[config.mk]
export PLATFORM = sky130hd
export DESIGN_NAME = sac_top
export DESIGN_NICKNAME = d
export VERILOG_FILES = /design/src/logic/sac_pkg.sv /design/src/logic/sac_top.sv
export SDC_FILE = /design/constraint.sdc
export NUM_CORES = 1
export LEC_CHECK = 0
export BUFFER_PORTS_ARGS = -buffer_cell sky130_fd_sc_hd__buf_2
export CORE_ASPECT_RATIO = 0.8
export CORE_MARGIN = 5
export CORE_UTILIZATION = 65
export DETAILED_ROUTE_END_ITERATION = 16
export PLACE_DENSITY = 0.84
export SYNTH_ARGS = -nofsm -noshare
export SYNTH_HDL_FRONTEND = slang
export SYNTH_SLANG_ARGS = --single-unit
[constraint.sdc]
create_clock -name clk_in -period 11.8 [get_ports clk_in]
set_clock_uncertainty 0.2 [all_clocks]
set_input_delay 0.59 -clock clk_in [delete_from_list [all_inputs] [get_ports clk_in]]
set_output_delay 0.59 -clock clk_in [all_outputs]
set_load 0.05 [all_outputs]
[src/logic/sac_pkg.sv]
// sac_pkg: register map, field positions, reset values, timing and bus carriers
// for the sampled acquisition control block.
// assumes a 100 MHz system clock and a 32-bit APB master.
`default_nettype none
package sac_pkg;
	// register byte offsets
	localparam logic [7:0] SAC_CTRL_OFS = 8'h00;
	localparam logic [7:0] SAC_STAT_OFS = 8'h04;
	localparam logic [7:0] SAC_FIFO_OFS = 8'h08;
	localparam logic [7:0] SAC_MODE_OFS = 8'h0C;
	localparam logic [7:0] SAC_CNT0_OFS = 8'h10;
	// control fields
	localparam int SAC_CTRL_ACQ = 0;
	localparam int SAC_CTRL_SCAN = 1;
	localparam int SAC_CTRL_CH_LSB = 2;
	localparam int SAC_CTRL_EXT = 5;
	localparam int SAC_CTRL_OVCLR = 6;
	localparam int SAC_CTRL_FLUSH = 7;
	// status fields
	localparam int SAC_STAT_NE = 0;
	localparam int SAC_STAT_OVF = 1;
	localparam int SAC_STAT_CH_LSB = 2;
	localparam int SAC_STAT_BUSY = 5;
	// reset values
	localparam logic [5:0] SAC_CTRL_RST = 6'h00;
	localparam logic [7:0] SAC_MODE_RST = 8'h00;
	localparam logic [15:0] SAC_CNT_RST = 16'h0002;
	// widths and limits
	localparam int SAC_ADC_W = 12;
	localparam int SAC_WORD_W = 16;
	localparam int SAC_NCH = 8;
	localparam int SAC_NCNT = 3;
	localparam logic [15:0] SAC_CNT_MIN = 16'h0002;
	// timing: system clock and counter timebase
	localparam int SAC_CLK_KHZ = 100000;
	localparam int SAC_TB_KHZ = 1000;
	localparam int SAC_TICK_CYC = SAC_CLK_KHZ / SAC_TB_KHZ;
	localparam int SAC_EXT_LAT_NS = 20000;
	localparam int SAC_EXT_LAT_CYC = SAC_EXT_LAT_NS / 10;

	typedef struct packed {
		logic psel;
		logic penable;
		logic pwrite;
		logic [7:0] paddr;
		logic [31:0] pwdata;
	} sac_apb_req_t;

	typedef struct packed {
		logic [31:0] prdata;
		logic pready;
		logic pslverr;
	} sac_apb_rsp_t;

	typedef struct packed {
		logic start;
		logic [2:0] chan;
	} sac_adc_cmd_t;
endpackage
`default_nettype wire

[src/logic/sac_top.sv]
// sac_top: timed acquisition control with sample timer, scan, and result FIFO.
// assumes an APB master, a converter that returns one done pulse per start,
// and synchronous inputs.
// Operation
// - sign-extend 12-bit result to 16 bits
// - drive one of eight channels 0..7
// - store result, converter free immediately
// - 16-word FIFO, overflow flags and drops
// - not-empty flag in status register
// - converter data is twos complement
// - convert on timer or external rising edge
// - 16-bit down counter on 1 MHz
// - count of one gives pulse and reload, repeats
// - single-channel mux held during acquisition
// - scan descends from highest, wraps around
// - scan of one to eight channels
// - three 16-bit counters, 8-bit mode
// - sample counter clocked from 1 MHz
// - external conversion stored within 20 us
// - sample counter runs only while mode bit 0 is set
`default_nettype none
module sac_top #(
	parameter int DEPTH = 16,
	parameter int TICK_CYC = sac_pkg::SAC_TICK_CYC
) (
	// clock and reset
	input wire logic clk_in,
	input wire logic sys_rst_in,
	// register bus
	input wire sac_pkg::sac_apb_req_t apb_in,
	output sac_pkg::sac_apb_rsp_t apb_out,
	// converter
	output sac_pkg::sac_adc_cmd_t adc_out,
	input wire logic adc_done_in,
	input wire logic [sac_pkg::SAC_ADC_W-1:0] adc_data_in,
	// timing pins
	input wire logic external_convert_n,
	output logic [sac_pkg::SAC_NCNT-1:0] timer_out_out
);
	import sac_pkg::*;
	localparam int AW = $clog2(DEPTH);
	localparam int TICK_GAP = TICK_CYC - 1;

	// registers
	logic [5:0] ctrl_q;
	logic [7:0] mode_q;
	logic [15:0] reload_q [SAC_NCNT];
	logic [15:0] cnt_q [SAC_NCNT];
	logic [SAC_NCNT-1:0] tout_q;
	logic [6:0] div_q;
	logic tick;
	logic [31:0] prdata_q;
	logic pready_q, pslverr_q;
	logic pop_ok_q;
	logic start_q, busy_q;
	logic [2:0] chan_q;
	logic tout0_prev_q, ext_prev_q;
	logic [SAC_WORD_W-1:0] mem_q [DEPTH];
	logic [AW-1:0] wp_q, rp_q;
	logic [AW:0] level_q;
	logic ovf_q;

	// bus decode
	logic setup_acc, done_acc, wr_acc, rd_acc;
	logic [31:0] rd_mux;
	logic rd_err;
	logic acq_en, scan_en, ext_en;
	logic [2:0] high_ch;
	logic push, pop, full, empty, ovcl, flush;
	logic tmr_rise, ext_rise, conv_req;

	assign acq_en = ctrl_q[SAC_CTRL_ACQ];
	assign scan_en = ctrl_q[SAC_CTRL_SCAN];
	assign high_ch = ctrl_q[SAC_CTRL_CH_LSB +: 3];
	assign ext_en = ctrl_q[SAC_CTRL_EXT];
	assign setup_acc = apb_in.psel && apb_in.penable && !pready_q;
	assign done_acc = apb_in.psel && apb_in.penable && pready_q;
	assign wr_acc = done_acc && apb_in.pwrite;
	assign rd_acc = done_acc && !apb_in.pwrite;
	assign full = (level_q == (AW + 1)'(DEPTH));
	assign empty = (level_q == '0);
	assign ovcl = wr_acc && apb_in.paddr == SAC_CTRL_OFS && apb_in.pwdata[SAC_CTRL_OVCLR];
	assign flush = wr_acc && apb_in.paddr == SAC_CTRL_OFS && apb_in.pwdata[SAC_CTRL_FLUSH];
	assign push = adc_done_in && busy_q;
	// pop only the word that was latched, so a push that lands mid-read is never lost
	assign pop = rd_acc && apb_in.paddr == SAC_FIFO_OFS && pop_ok_q;

	always_comb begin
		rd_mux = 32'h0000_0000;
		rd_err = 1'b0;
		case (apb_in.paddr)
			SAC_CTRL_OFS: rd_mux = {26'h0, ctrl_q};
			SAC_STAT_OFS: begin
				rd_mux[SAC_STAT_NE] = !empty;
				rd_mux[SAC_STAT_OVF] = ovf_q;
				rd_mux[SAC_STAT_CH_LSB +: 3] = chan_q;
				rd_mux[SAC_STAT_BUSY] = busy_q;
			end
			SAC_FIFO_OFS: rd_mux = empty ? 32'h0 : {16'h0, mem_q[rp_q]};
			SAC_MODE_OFS: rd_mux = {24'h0, mode_q};
			SAC_CNT0_OFS: rd_mux = {16'h0, cnt_q[0]};
			SAC_CNT0_OFS + 8'h04: rd_mux = {16'h0, cnt_q[1]};
			SAC_CNT0_OFS + 8'h08: rd_mux = {16'h0, cnt_q[2]};
			default: rd_err = 1'b1;
		endcase
	end

	// one wait state: data is latched on the first access cycle, ready follows
	always_ff @(posedge clk_in or posedge sys_rst_in) begin
		if (sys_rst_in) begin
			pready_q <= 1'b0;
			pslverr_q <= 1'b0;
			prdata_q <= 32'h0000_0000;
			pop_ok_q <= 1'b0;
		end else begin
			pready_q <= setup_acc;
			pslverr_q <= setup_acc && rd_err;
			pop_ok_q <= setup_acc && !apb_in.pwrite && apb_in.paddr == SAC_FIFO_OFS && !empty;
			if (setup_acc && !apb_in.pwrite)
				prdata_q <= rd_mux;
		end
	end

	always_ff @(posedge clk_in or posedge sys_rst_in) begin
		if (sys_rst_in) begin
			ctrl_q <= SAC_CTRL_RST;
			mode_q <= SAC_MODE_RST;
		end else if (wr_acc) begin
			if (apb_in.paddr == SAC_CTRL_OFS)
				ctrl_q <= apb_in.pwdata[5:0];
			if (apb_in.paddr == SAC_MODE_OFS)
				mode_q <= apb_in.pwdata[7:0];
		end
	end

	// 1 MHz timebase for every counter, never an external clock
	assign tick = (div_q == 7'(TICK_CYC - 1));
	always_ff @(posedge clk_in or posedge sys_rst_in) begin
		if (sys_rst_in)
			div_q <= 7'h00;
		else if (tick)
			div_q <= 7'h00;
		else
			div_q <= div_q + 7'h01;
	end

	// counters: output drops on the last count and rises at reload
	for (genvar i = 0; i < SAC_NCNT; i++) begin : g_cnt
		logic sel;
		assign sel = wr_acc && apb_in.paddr == SAC_CNT0_OFS + 8'(4 * i);
		always_ff @(posedge clk_in or posedge sys_rst_in) begin
			if (sys_rst_in) begin
				reload_q[i] <= SAC_CNT_RST;
				cnt_q[i] <= SAC_CNT_RST;
				tout_q[i] <= 1'b1;
			end else if (sel) begin
				// intervals below the minimum would never toggle the output
				reload_q[i] <= (apb_in.pwdata[15:0] < SAC_CNT_MIN) ?
					SAC_CNT_MIN : apb_in.pwdata[15:0];
				cnt_q[i] <= (apb_in.pwdata[15:0] < SAC_CNT_MIN) ?
					SAC_CNT_MIN : apb_in.pwdata[15:0];
				tout_q[i] <= 1'b1;
			end else if (tick && mode_q[i]) begin
				if (cnt_q[i] == 16'h0001) begin
					cnt_q[i] <= reload_q[i];
					tout_q[i] <= 1'b1;
				end else begin
					cnt_q[i] <= cnt_q[i] - 16'h0001;
					tout_q[i] <= (cnt_q[i] != 16'h0002);
				end
			end
		end
	end
	assign timer_out_out = tout_q;

	// conversion triggers
	assign tmr_rise = tout_q[0] && !tout0_prev_q;
	assign ext_rise = external_convert_n && !ext_prev_q;
	assign conv_req = acq_en && (tmr_rise || (ext_en && ext_rise));
	always_ff @(posedge clk_in or posedge sys_rst_in) begin
		if (sys_rst_in) begin
			tout0_prev_q <= 1'b1;
			ext_prev_q <= 1'b1;
		end else begin
			tout0_prev_q <= tout_q[0];
			ext_prev_q <= external_convert_n;
		end
	end

	// a trigger while a conversion is running is dropped, like an overrun converter
	always_ff @(posedge clk_in or posedge sys_rst_in) begin
		if (sys_rst_in) begin
			start_q <= 1'b0;
			busy_q <= 1'b0;
		end else begin
			start_q <= conv_req && !busy_q;
			if (conv_req && !busy_q)
				busy_q <= 1'b1;
			else if (adc_done_in)
				busy_q <= 1'b0;
		end
	end

	// channel select: loaded while idle, fixed or descending during acquisition
	always_ff @(posedge clk_in or posedge sys_rst_in) begin
		if (sys_rst_in)
			chan_q <= 3'h0;
		else if (!acq_en)
			chan_q <= high_ch;
		else if (push && scan_en)
			chan_q <= (chan_q == 3'h0) ? high_ch : chan_q - 3'h1;
	end
	assign adc_out = '{start: start_q, chan: chan_q};

	// result FIFO
	always_ff @(posedge clk_in or posedge sys_rst_in) begin
		if (sys_rst_in) begin
			wp_q <= '0;
			rp_q <= '0;
			level_q <= '0;
		end else if (flush) begin
			wp_q <= '0;
			rp_q <= '0;
			level_q <= '0;
		end else begin
			if (push && !full)
				wp_q <= wp_q + AW'(1);
			if (pop)
				rp_q <= rp_q + AW'(1);
			level_q <= level_q + (AW + 1)'(push && !full) - (AW + 1)'(pop);
		end
	end

	always_ff @(posedge clk_in) begin
		if (push && !full)
			mem_q[wp_q] <= {{(SAC_WORD_W - SAC_ADC_W){adc_data_in[SAC_ADC_W-1]}},
				adc_data_in};
	end

	// set wins over clear so a late overrun is never hidden
	always_ff @(posedge clk_in or posedge sys_rst_in) begin
		if (sys_rst_in)
			ovf_q <= 1'b0;
		else if (push && full)
			ovf_q <= 1'b1;
		else if (ovcl || flush)
			ovf_q <= 1'b0;
	end

	assign apb_out = '{prdata: prdata_q, pready: pready_q, pslverr: pslverr_q};
endmodule // sac_top
`default_nettype wire

==> results.toml, run 1 <==
[status]
status = "finished, final reports clean"

[detailed_routing]
routed_wl_um = 42370
wl_per_cell_um = 24.42
firstDrtPassIters = 6
antenna_left = 0
route.detailed.drc = 0
drt_iter0_markers = 1913
num_vias = 11757
post_drt_via_cell_ratio = 6.776

[sta]
min_period_ps = 3748
min_period_over_period_pct = 31.77
fmax_mhz = 266.8
fin_setup_tns_ps = 0
final_max_slew_viol_count = 0
maxSlewHeadroom_pct = 12.01
rsz0062_at_grt = "no"
layout_setup_ws_ps = 8052
hold_violations = 0
setup-violations-final = 0
worst_pin_slew_ps = 1302

[logic_synthesis]
ys_types = 84
async_reset_ff_share_pct = 45.45
synth_ff_type = "edfxtp_1"
synth-edff-count = 192
syn_inst = 1329
synth_sequential_area_ratio_pct = 59.54
avgSynthCellArea_um2 = 12.36
synth_area_mm2 = 0.01643
synth-seq-cells = 352
yosysWarnings = 0

[clock_tree]
root_buffer = "clkbuf_16"
clk_transition_reported_paths_ps = 60
worst_skew_pair.late_latency_ps = 530
cts_tree = "done"
htreeDepth = 2
numCtsBuffers = 36
clkSinkCount = 352
cts_buffer_depth = 3
ctsResizeCount = 0

[run]
cap_violations = 0

[global_routing]
grtUsageTotal_pct = 29.52
overflow = 0
antenna_found_initial = 1
grt_start_max_net_pins = 99
first_global_vias = 11258
grt_pass1_wl_um = 66090

[placement]
post-place-ws_ps = 7779
io_buffers = 67
gp_congestion = 0.9129
hpwlAfterDp_um = 27360

[power_and_ir_drop]
swShare_pct = 21.76
power.switching_mw = 0.5530
combPwrFrac_pct = 3.3
p_clk_share_pct = 45.1
irDropWorstVdd_mv = 0.1604
p_total_mw = 2.541
intPower_mw = 1.988
power_density_mw_per_mm2 = 140.0
leakage_nw = 7.135
seq_power_share_pct = 51.5

[cells_and_area]
area_growth_pct = 10.42
layout.nets = 1465
final_common_cell = "edfxtp_1"
final_cell_mix = "edfxtp_1, nand2_1, dfrtp_1"
drive_above_1_share_pct = 17.66

[critical_path]
cp.required_ps = 12030
r2r-end = "cnt_q[13]$_DFFE_PP0P_"
critical_path_class = "register to register"
crit_fanout = 14
crit_path_end_kind = "register"
r2r_cells = 6
r2r_slack_ps = 8050
arrival_ps = 3980
cp-start-kind = "register"
reg2reg_from = "div_q[0]$_DFF_PP0_"

[floorplan]
die_area_mm2 = 0.02858
io_pins = 100
core_mm2 = 0.02511
die_x_um = 187.8
fp-row-count = 52
start_util_pct = 65.43
die_y_um = 152.2

[min_path]
min_path_type = "input port to asynchronous set/reset pin"
[cell usage after synthesis, drive strengths merged, types with 13 or more instances]
master / n / share of area (%)
edfxtp: 192 / 35
nand2: 180 / 4.1
dfrtp: 149 / 23
nor2: 84 / 1.9
o21ai: 74 / 2.3
buf: 53 / 2.1
inv: 52 / 1.2
mux4: 48 / 6.6
a21oi: 43 / 1.3
clkbuf: 37 / 0.85
nand3: 34 / 1.0
mux2i: 33 / 2.0
nor3: 28 / 0.95
mux2: 25 / 1.7
ha: 23 / 1.8
a22oi: 16 / 0.73
nand4: 15 / 0.61
nor4: 14 / 0.66
nor2b: 13 / 0.49
xnor2: 13 / 0.69
[final cells by class]
| class | instances | area, um^2 |
|---|---|---|
| repair buffers | 90 | 510.5 |
| inverters | 52 | 200.2 |
| well taps | 324 | 405.4 |
| clock buffers | 45 | 944.7 |
| flip-flops and latches | 352 | 9788 |
| diodes | 1 | 2.502 |
| multi-input cells | 850 | 6056 |
| fillers | 1576 | 6970 |
| clock inverters | 21 | 236.5 |
[per-layer routing]
layer  global-route usage, %  wire [um]
met5                       0          0
met4                   8.386       1165
met3                   7.261       5309
met2                   43.27      19210
met1                   44.87      16690
[critical path, cell delays in order, from the launching register on]
cell and delay, ps:
dfrtp_1 390, ha_1 260, nor4bb_1 1040, nand3_1 760, a41oi_1 650, o21ai_0 180
o221ai_1 180
[power groups by stage]
stage / logic (mW) / registers [mW] / clock network, mW
final: 0.0846 / 1.31 / 1.15
after global routing: 0.0912 / 1.31 / 1.21
after global placement: 0.0806 / 1.33 / 0
after CTS: 0.0831 / 1.31 / 1.15
after floorplan: 0.0504 / 1.33 / 0
after detailed placement: 0.0827 / 1.33 / 0
[logic make-up after synthesis]
| group | count (synthesis) | share of synthesized area [%] |
|---|---|---|
| AO/OA/AOI/OAI | 254 | 10.47 |
| XOR/XNOR | 20 | 1.066 |
| adder cells (fa/ha/maj) | 24 | 1.873 |
| buffers and inverters | 142 | 4.089 |
| flip-flops | 352 | 59.54 |
| multiplexers | 106 | 10.30 |
| other | 1 | 0.02282 |
| AND/OR/NAND/NOR | 430 | 12.64 |
[stage by stage]
stage	hold WS [ps]	area [um^2]	utilization [%]	instances
global route	144.7	18140	72.24	1735
CTS	102.6	18140	72.24	1734
floorplan	236.9	16490	-	1344
detailed placement	187.3	16950	67.49	1667
global placement	188.6	16950	67.49	1667
finish	65.47	18140	72.24	1735
[sequential cells by signal, summed over array words and instances, names as in the netlist, 5 cells and up]
register and cells:
mem_q 192, level_q 5, div_q 7, mode_q 8, prdata_q 16, cnt_q 48, ctrl_q 6, reload_q 48
[worst max path at each step]
stage / to / from
floorplan: busy_q$_DFFE_PP0P_ / sys_rst_in
global placement: level_q[4]$_DFF_PP0_ / apb_in[35]
detailed placement: level_q[4]$_DFF_PP0_ / apb_in[35]
CTS: cnt_q[31]$_DFFE_PP0P_ / div_q[0]$_DFF_PP0_
global route: cnt_q[47]$_DFFE_PP0P_ / div_q[0]$_DFF_PP0_
finish: cnt_q[13]$_DFFE_PP0P_ / div_q[0]$_DFF_PP0_
[timing repair]
item                      in CTS  in global routing
buffers inserted               0                  0
hold buffers                   1                  0
hold endpoints to repair       1                  0
No activity file was read; power rests on OpenSTA's default activity.
==> run 2: changes to the inputs <==
CORE_UTILIZATION = 61   (was 65)
PLACE_DENSITY = 0.8   (was 0.84)
clock period = 3.7 ns   (was 11.8 ns; I/O delays follow)
==> results.toml, run 2 (synthesis results as in run 1) <==
[floorplan]
core_mm2 = 0.02639
die_area_mm2 = 0.03034
fp-row-count = 53
start_util_pct = 62.26
die_y_um = 156.8
die_x_um = 193.5
io_pins = 100

[cells_and_area]
drive_above_1_share_pct = 18.68
largest_registers = "mem_q: 192 flops, cnt_q: 48 flops, reload_q: 48 flops"
largest-register = "mem_q"
final_cell_mix = "edfxtp_1, nand2_1, dfrtp_1"
area_growth_pct = 13.47
layout.nets = 1531
largest_reg_flops = 192
fin_util_pct = 70.65
final_common_cell = "edfxtp_1"
stdcell_count = 1830

[global_routing]
first_global_vias = 11586
overflow = 0
grt_use_met3_pct = 7.878
grtUsageTotal_pct = 28.65
grt_pass1_wl_um = 67770
grt_util_met2_pct = 43.82
antenna_found_initial = 1
grt-busiest-layer = "met2"
grt_use_met1_pct = 41.78
grt_start_max_net_pins = 39

[clock_tree]
cts_tree = "done"
root_buffer = "clkbuf_16"
clkSinkCount = 352
worst_skew_pair.late_latency_ps = 530
htreeDepth = 2
clk_transition_reported_paths_ps = 60
post-cts-setup-buffers = 0
ctsResizeCount = 0
cts_buffer_depth = 3
numCtsBuffers = 34
hold_buffers = 36

[placement]
dp.cells = 1733
post-place-ws_ps = 677.3
io_buffers = 67
gp_congestion = 0.9240
hpwlAfterDp_um = 29080

[detailed_routing]
firstDrtPassIters = 5
wl_per_cell_um = 23.66
drt_iter0_markers = 1684
post_drt_via_cell_ratio = 6.554
routed_wl_um = 43300
route.detailed.drc = 0
num_vias = 11993
antenna_left = 0

[sta]
fmax_mhz = 341.4
final_max_slew_viol_count = 0
fin_setup_tns_ps = 0
min_period_over_period_pct = 79.18
worst_pin_slew_ps = 1001
min_period_ps = 2930
rsz0062_at_grt = "no"
setup-violations-final = 0
hold_violations = 0
layout_setup_ws_ps = 770.5
maxSlewHeadroom_pct = 32.87

[critical_path]
crit_fanout = 13
critical_path_class = "register to register"
cp-start-kind = "register"
cp.required_ps = 3880
arrival_ps = 3110
crit_path_end_kind = "register"

[status]
status = "finished, final reports clean"

[min_path]
min_path_type = "input port to register"

[power_and_ir_drop]
irDropWorstVdd_mv = 0.4884
leakage_nw = 7.362
power_density_mw_per_mm2 = 418.4
p_total_mw = 7.801

[run]
cap_violations = 0
[run 2: changes by cell type in the layout (fill, tap and decap cells not counted), sizes merged]
cell,previous run,this run
clkinvlp,0,3
buf,89,122
clkinv,14,8
dlygate4sd3,1,36
inv,55,54
bufinv,4,2
[run 2: layer usage]
layer / vias to the layer above / wire length, um
met5: - / 0
met4: 0 / 945
met3: 83 / 5414
met2: 766 / 19560
met1: 5960 / 17380
li1: 5184 / -
[run 2: metrics by stage]
stage | instance area, um^2 | hold WS (ps)
6_report | 18650 | 47.55
3_3_place_gp | 17250 | 106.6
4_1_cts | 18640 | 12.60
3_5_place_dp | 17250 | 108.4
2_1_floorplan | 16490 | -10.52
5_1_grt | 18650 | 45.34
[run 2: worst max-delay path, cell delays in order (launching register included)]
cell and delay (ps):
dfrtp_1 480, nor4_1 310, buf_4 240, nand4_1 430, or2_2 590, o311ai_0 380, o21ai_0 160
[run 2: area by class of cell]
cell class	count	area (um^2)
antenna	1	2.502
clock buffer	45	892.1
clock inverter	15	142.6
fill	1780	7747
inverter	52	198.9
multi-input combinational	850	6053
sequential	352	9788
tap	357	446.7
timing repair buffer	158	1121
[run 2: worst paths after layout]
path | start | endpoint | slack [ps] | cells past startpoint
worst max register to register | cnt_q[5]$_DFFE_PP0P_ | cnt_q[4]$_DFFE_PP0P_ | 770 | 6
worst min-delay path | apb_in[38] | pslverr_q$_DFF_PP0_ | 50 | 4
max in group asynchronous | sys_rst_in | reload_q[33]$_DFFE_PP1P_ | 2120 | 4
worst max-delay path | cnt_q[5]$_DFFE_PP0P_ | cnt_q[4]$_DFFE_PP0P_ | 770 | 6
min in group asynchronous | sys_rst_in | div_q[6]$_DFF_PP0_ | 180 | 3
worst min register to register | timer_out_out[0]$_DFFE_PP1P_ | tout0_prev_q$_DFF_PP1_ | 220 | 0
[run 2: power breakdown]
group          switching (mW)  internal [mW]  leakage, nW
Sequential             0.0188           4.16         3.75
Clock                    1.46           1.85        0.499
Combinational           0.224         0.0900         3.11
Total                    1.70           6.10         7.36
==> run 3: changes to the inputs <==
ABC_AREA = 1   (was default)
CORE_UTILIZATION = 55   (was 61)
PLACE_DENSITY = 0.76   (was 0.8)
clock period = 2.6 ns   (was 3.7 ns; I/O delays follow)
==> results.toml, run 3 <==
[global_routing]
grt_pass1_wl_um = 76060
grtUsageTotal_pct = 27.64
first_global_vias = 13611
antenna_found_initial = 1
overflow = 0
grt_start_max_net_pins = 106

[cells_and_area]
largest_reg_flops = 192
largest_registers = "mem_q: 192 flops, cnt_q: 48 flops, reload_q: 48 flops"
largest-register = "mem_q"
final_cell_mix = "nand2_1, nor2_1, edfxtp_1"
final_common_cell = "nand2_1"
layout.nets = 2178
final_area_mm2 = 0.02008
drive_above_1_share_pct = 14.55
seq_area_mm2 = 0.009784
area_growth_pct = 17.13
multiInputGateArea_mm2 = 0.006345
final.fill_count = 2378

[floorplan]
io_pins = 100
fp-row-count = 57
core_mm2 = 0.03060
die_y_um = 167.9
die_x_um = 207.4
die_area_mm2 = 0.03483
start_util_pct = 56.04

[power_and_ir_drop]
irDropWorstVdd_mv = 0.5737
power_density_mw_per_mm2 = 589.3
leakage_nw = 9.134

[logic_synthesis]
synth_sequential_area_ratio_pct = 57.06
synth-edff-count = 192
ys_top_cells_by_count = "nand2_1, nor2_1, edfxtp_1"
ys_types = 48
avgSynthCellArea_um2 = 8.916
synth_top_area_cell = "edfxtp_1"
yosysWarnings = 0
synth_top_area_share_pct = 33.63
synth_area_mm2 = 0.01715
synth-seq-cells = 352
synth_ff_type = "edfxtp_1"
yosysMostFrequentCell = "nand2_1"
syn_inst = 1923
synth_area_leaders = "edfxtp_1, dfrtp_1, nand2_1, nor2_1, nand3_1"
async_reset_ff_share_pct = 45.45

[run]
cap_violations = 0

[critical_path]
r2r_cells = 13
crit_path_end_kind = "register"
cp-start-kind = "register"
critical_path_class = "register to register"
cp_cell_sequence = "nand3_1, nor3_2, buf_4, ha_4, inv_2, ha_4, inv_2, fa_2, or2_4, a21oi_2, nor2_2, xor2_1, nor2_1"
crit_fanout = 2
cp.required_ps = 2870
cp_slowest_cell = "dfrtp_1"
critPathMaxStageDelay_ps = 350
arrival_ps = 2800

[clock_tree]
cts_tree = "done"
clk_transition_reported_paths_ps = 60
htreeDepth = 2
cts_buffer_depth = 3
worst_skew_pair.late_latency_ps = 550
clkSinkCount = 352
root_buffer = "clkbuf_16"
numCtsBuffers = 37

[sta]
fin_setup_tns_ps = 0
fmax_mhz = 395.4
maxSlewHeadroom_pct = 51.52
worst_pin_slew_ps = 719.6
hold_violations = 0
setup-violations-final = 0
final_max_slew_viol_count = 0
worst_hold_slack_ps = 53.91
min_period_ps = 2529
min_period_over_period_pct = 97.27

[placement]
gp_congestion = 0.9676
hpwlAfterDp_um = 32880
place_area_mm2 = 0.01822
io_buffers = 67

[detailed_routing]
post_drt_via_cell_ratio = 5.613
routed_wl_um = 48980
antenna_left = 0
num_vias = 14247
firstDrtPassIters = 9
drt_iter0_markers = 1903
wl_per_cell_um = 19.30
route.detailed.drc = 0

[min_path]
hold_path_depth = 6
min_path_type = "input port to register"

[status]
status = "finished, final reports clean"
==> run 3: cell types whose count changed in the layout (fill, tap and decap cells not counted), sizes merged, moves of 16 or more <==
cell,before,now
mux2i,33,0
nor3,28,12
inv,54,189
nand2,180,563
o21ai,74,164
nand3,34,154
nor2,84,243
mux4,48,0
mux2,25,0
buf,122,154
==> run 3: timing repair <==
| action | in CTS | in global routing |
|---|---|---|
| setup endpoints to repair | 1 | 2 |
| setup buffers | 15 | 3 |
| hold buffers | 41 | 0 |
| pin swaps | 8 | 5 |
| resized for setup | 13 | 8 |
| endpoints found under the hold margin | 454 | 0 |
==> run 3: critical path, delay by kind of cell, from the launching register on <==
family | cells | cell delay, ps
flops | 1 | 350
xor+xnor | 1 | 130
compound gates | 1 | 130
fa+ha+maj | 3 | 680
simple gates | 5 | 680
buf+inv | 3 | 270
==> run 3: path summary, 6_finish.rpt <==
check                                          endpoint                    startpoint  slack, ps
hold reg to reg                  tout0_prev_q$_DFF_PP1_  timer_out_out[0]$_DFFE_PP1P_        180
hold / removal                 reload_q[25]$_DFFE_PP0P_                    apb_in[39]         50
setup / recovery                   level_q[4]$_DFF_PP0_            pready_q$_DFF_PP0_         70
max in group asynchronous  timer_out_out[1]$_DFFE_PP1P_                    sys_rst_in        890
setup reg to reg                   level_q[4]$_DFF_PP0_            pready_q$_DFF_PP0_         70
min in group asynchronous      reload_q[43]$_DFFE_PP0P_                    sys_rst_in        530
==> run 3: logic make-up after synthesis <==
kind of cell / synth area share, %
AO/OA/AOI/OAI: 8.910
XOR/XNOR: 0.9195
buffers and inverters: 6.860
AND/OR/NAND/NOR: 24.43
flip-flops: 57.06
adder cells (fa/ha/maj): 1.795
other: 0.02187
==> run 3: per-layer routing <==
metal | track usage (%) | up-vias | wire [um]
met1 | 40.75 | 6719 | 20840
li1 | - | 6634 | -
met4 | 9.080 | 2 | 1546
met2 | 40.19 | 774 | 20840
met5 | 0 | - | 9
met3 | 7.349 | 118 | 5742
==> run 3: final cells by class <==
class,instances,share of cell area (%)
repair buffers,195,7.358
multi-input cells,1321,31.59
clock inverters,17,0.8723
inverters,188,3.545
well taps,413,2.573
flip-flops and latches,352,48.72
clock buffers,51,5.321
diodes,1,0.01246
==> run 3: metrics by stage <==
step,std cells,setup WS (ps),power (mW),utilization [%]
2_1_floorplan,1938,20.23,6.280,-
3_3_place_gp,2412,-190.6,6.454,59.56
3_5_place_dp,2412,-312.8,6.459,59.56
4_1_cts,2536,-5.779,11.87,65.47
5_1_grt,2537,-38.85,12.19,65.63
6_report,2538,70.97,11.83,65.64
==> run 3: power by group <==
group          internal, mW  switching, mW  leakage (nW)
Clock                  3.11           2.26         0.605
Combinational         0.179          0.364          4.77
Sequential             5.91         0.0129          3.76
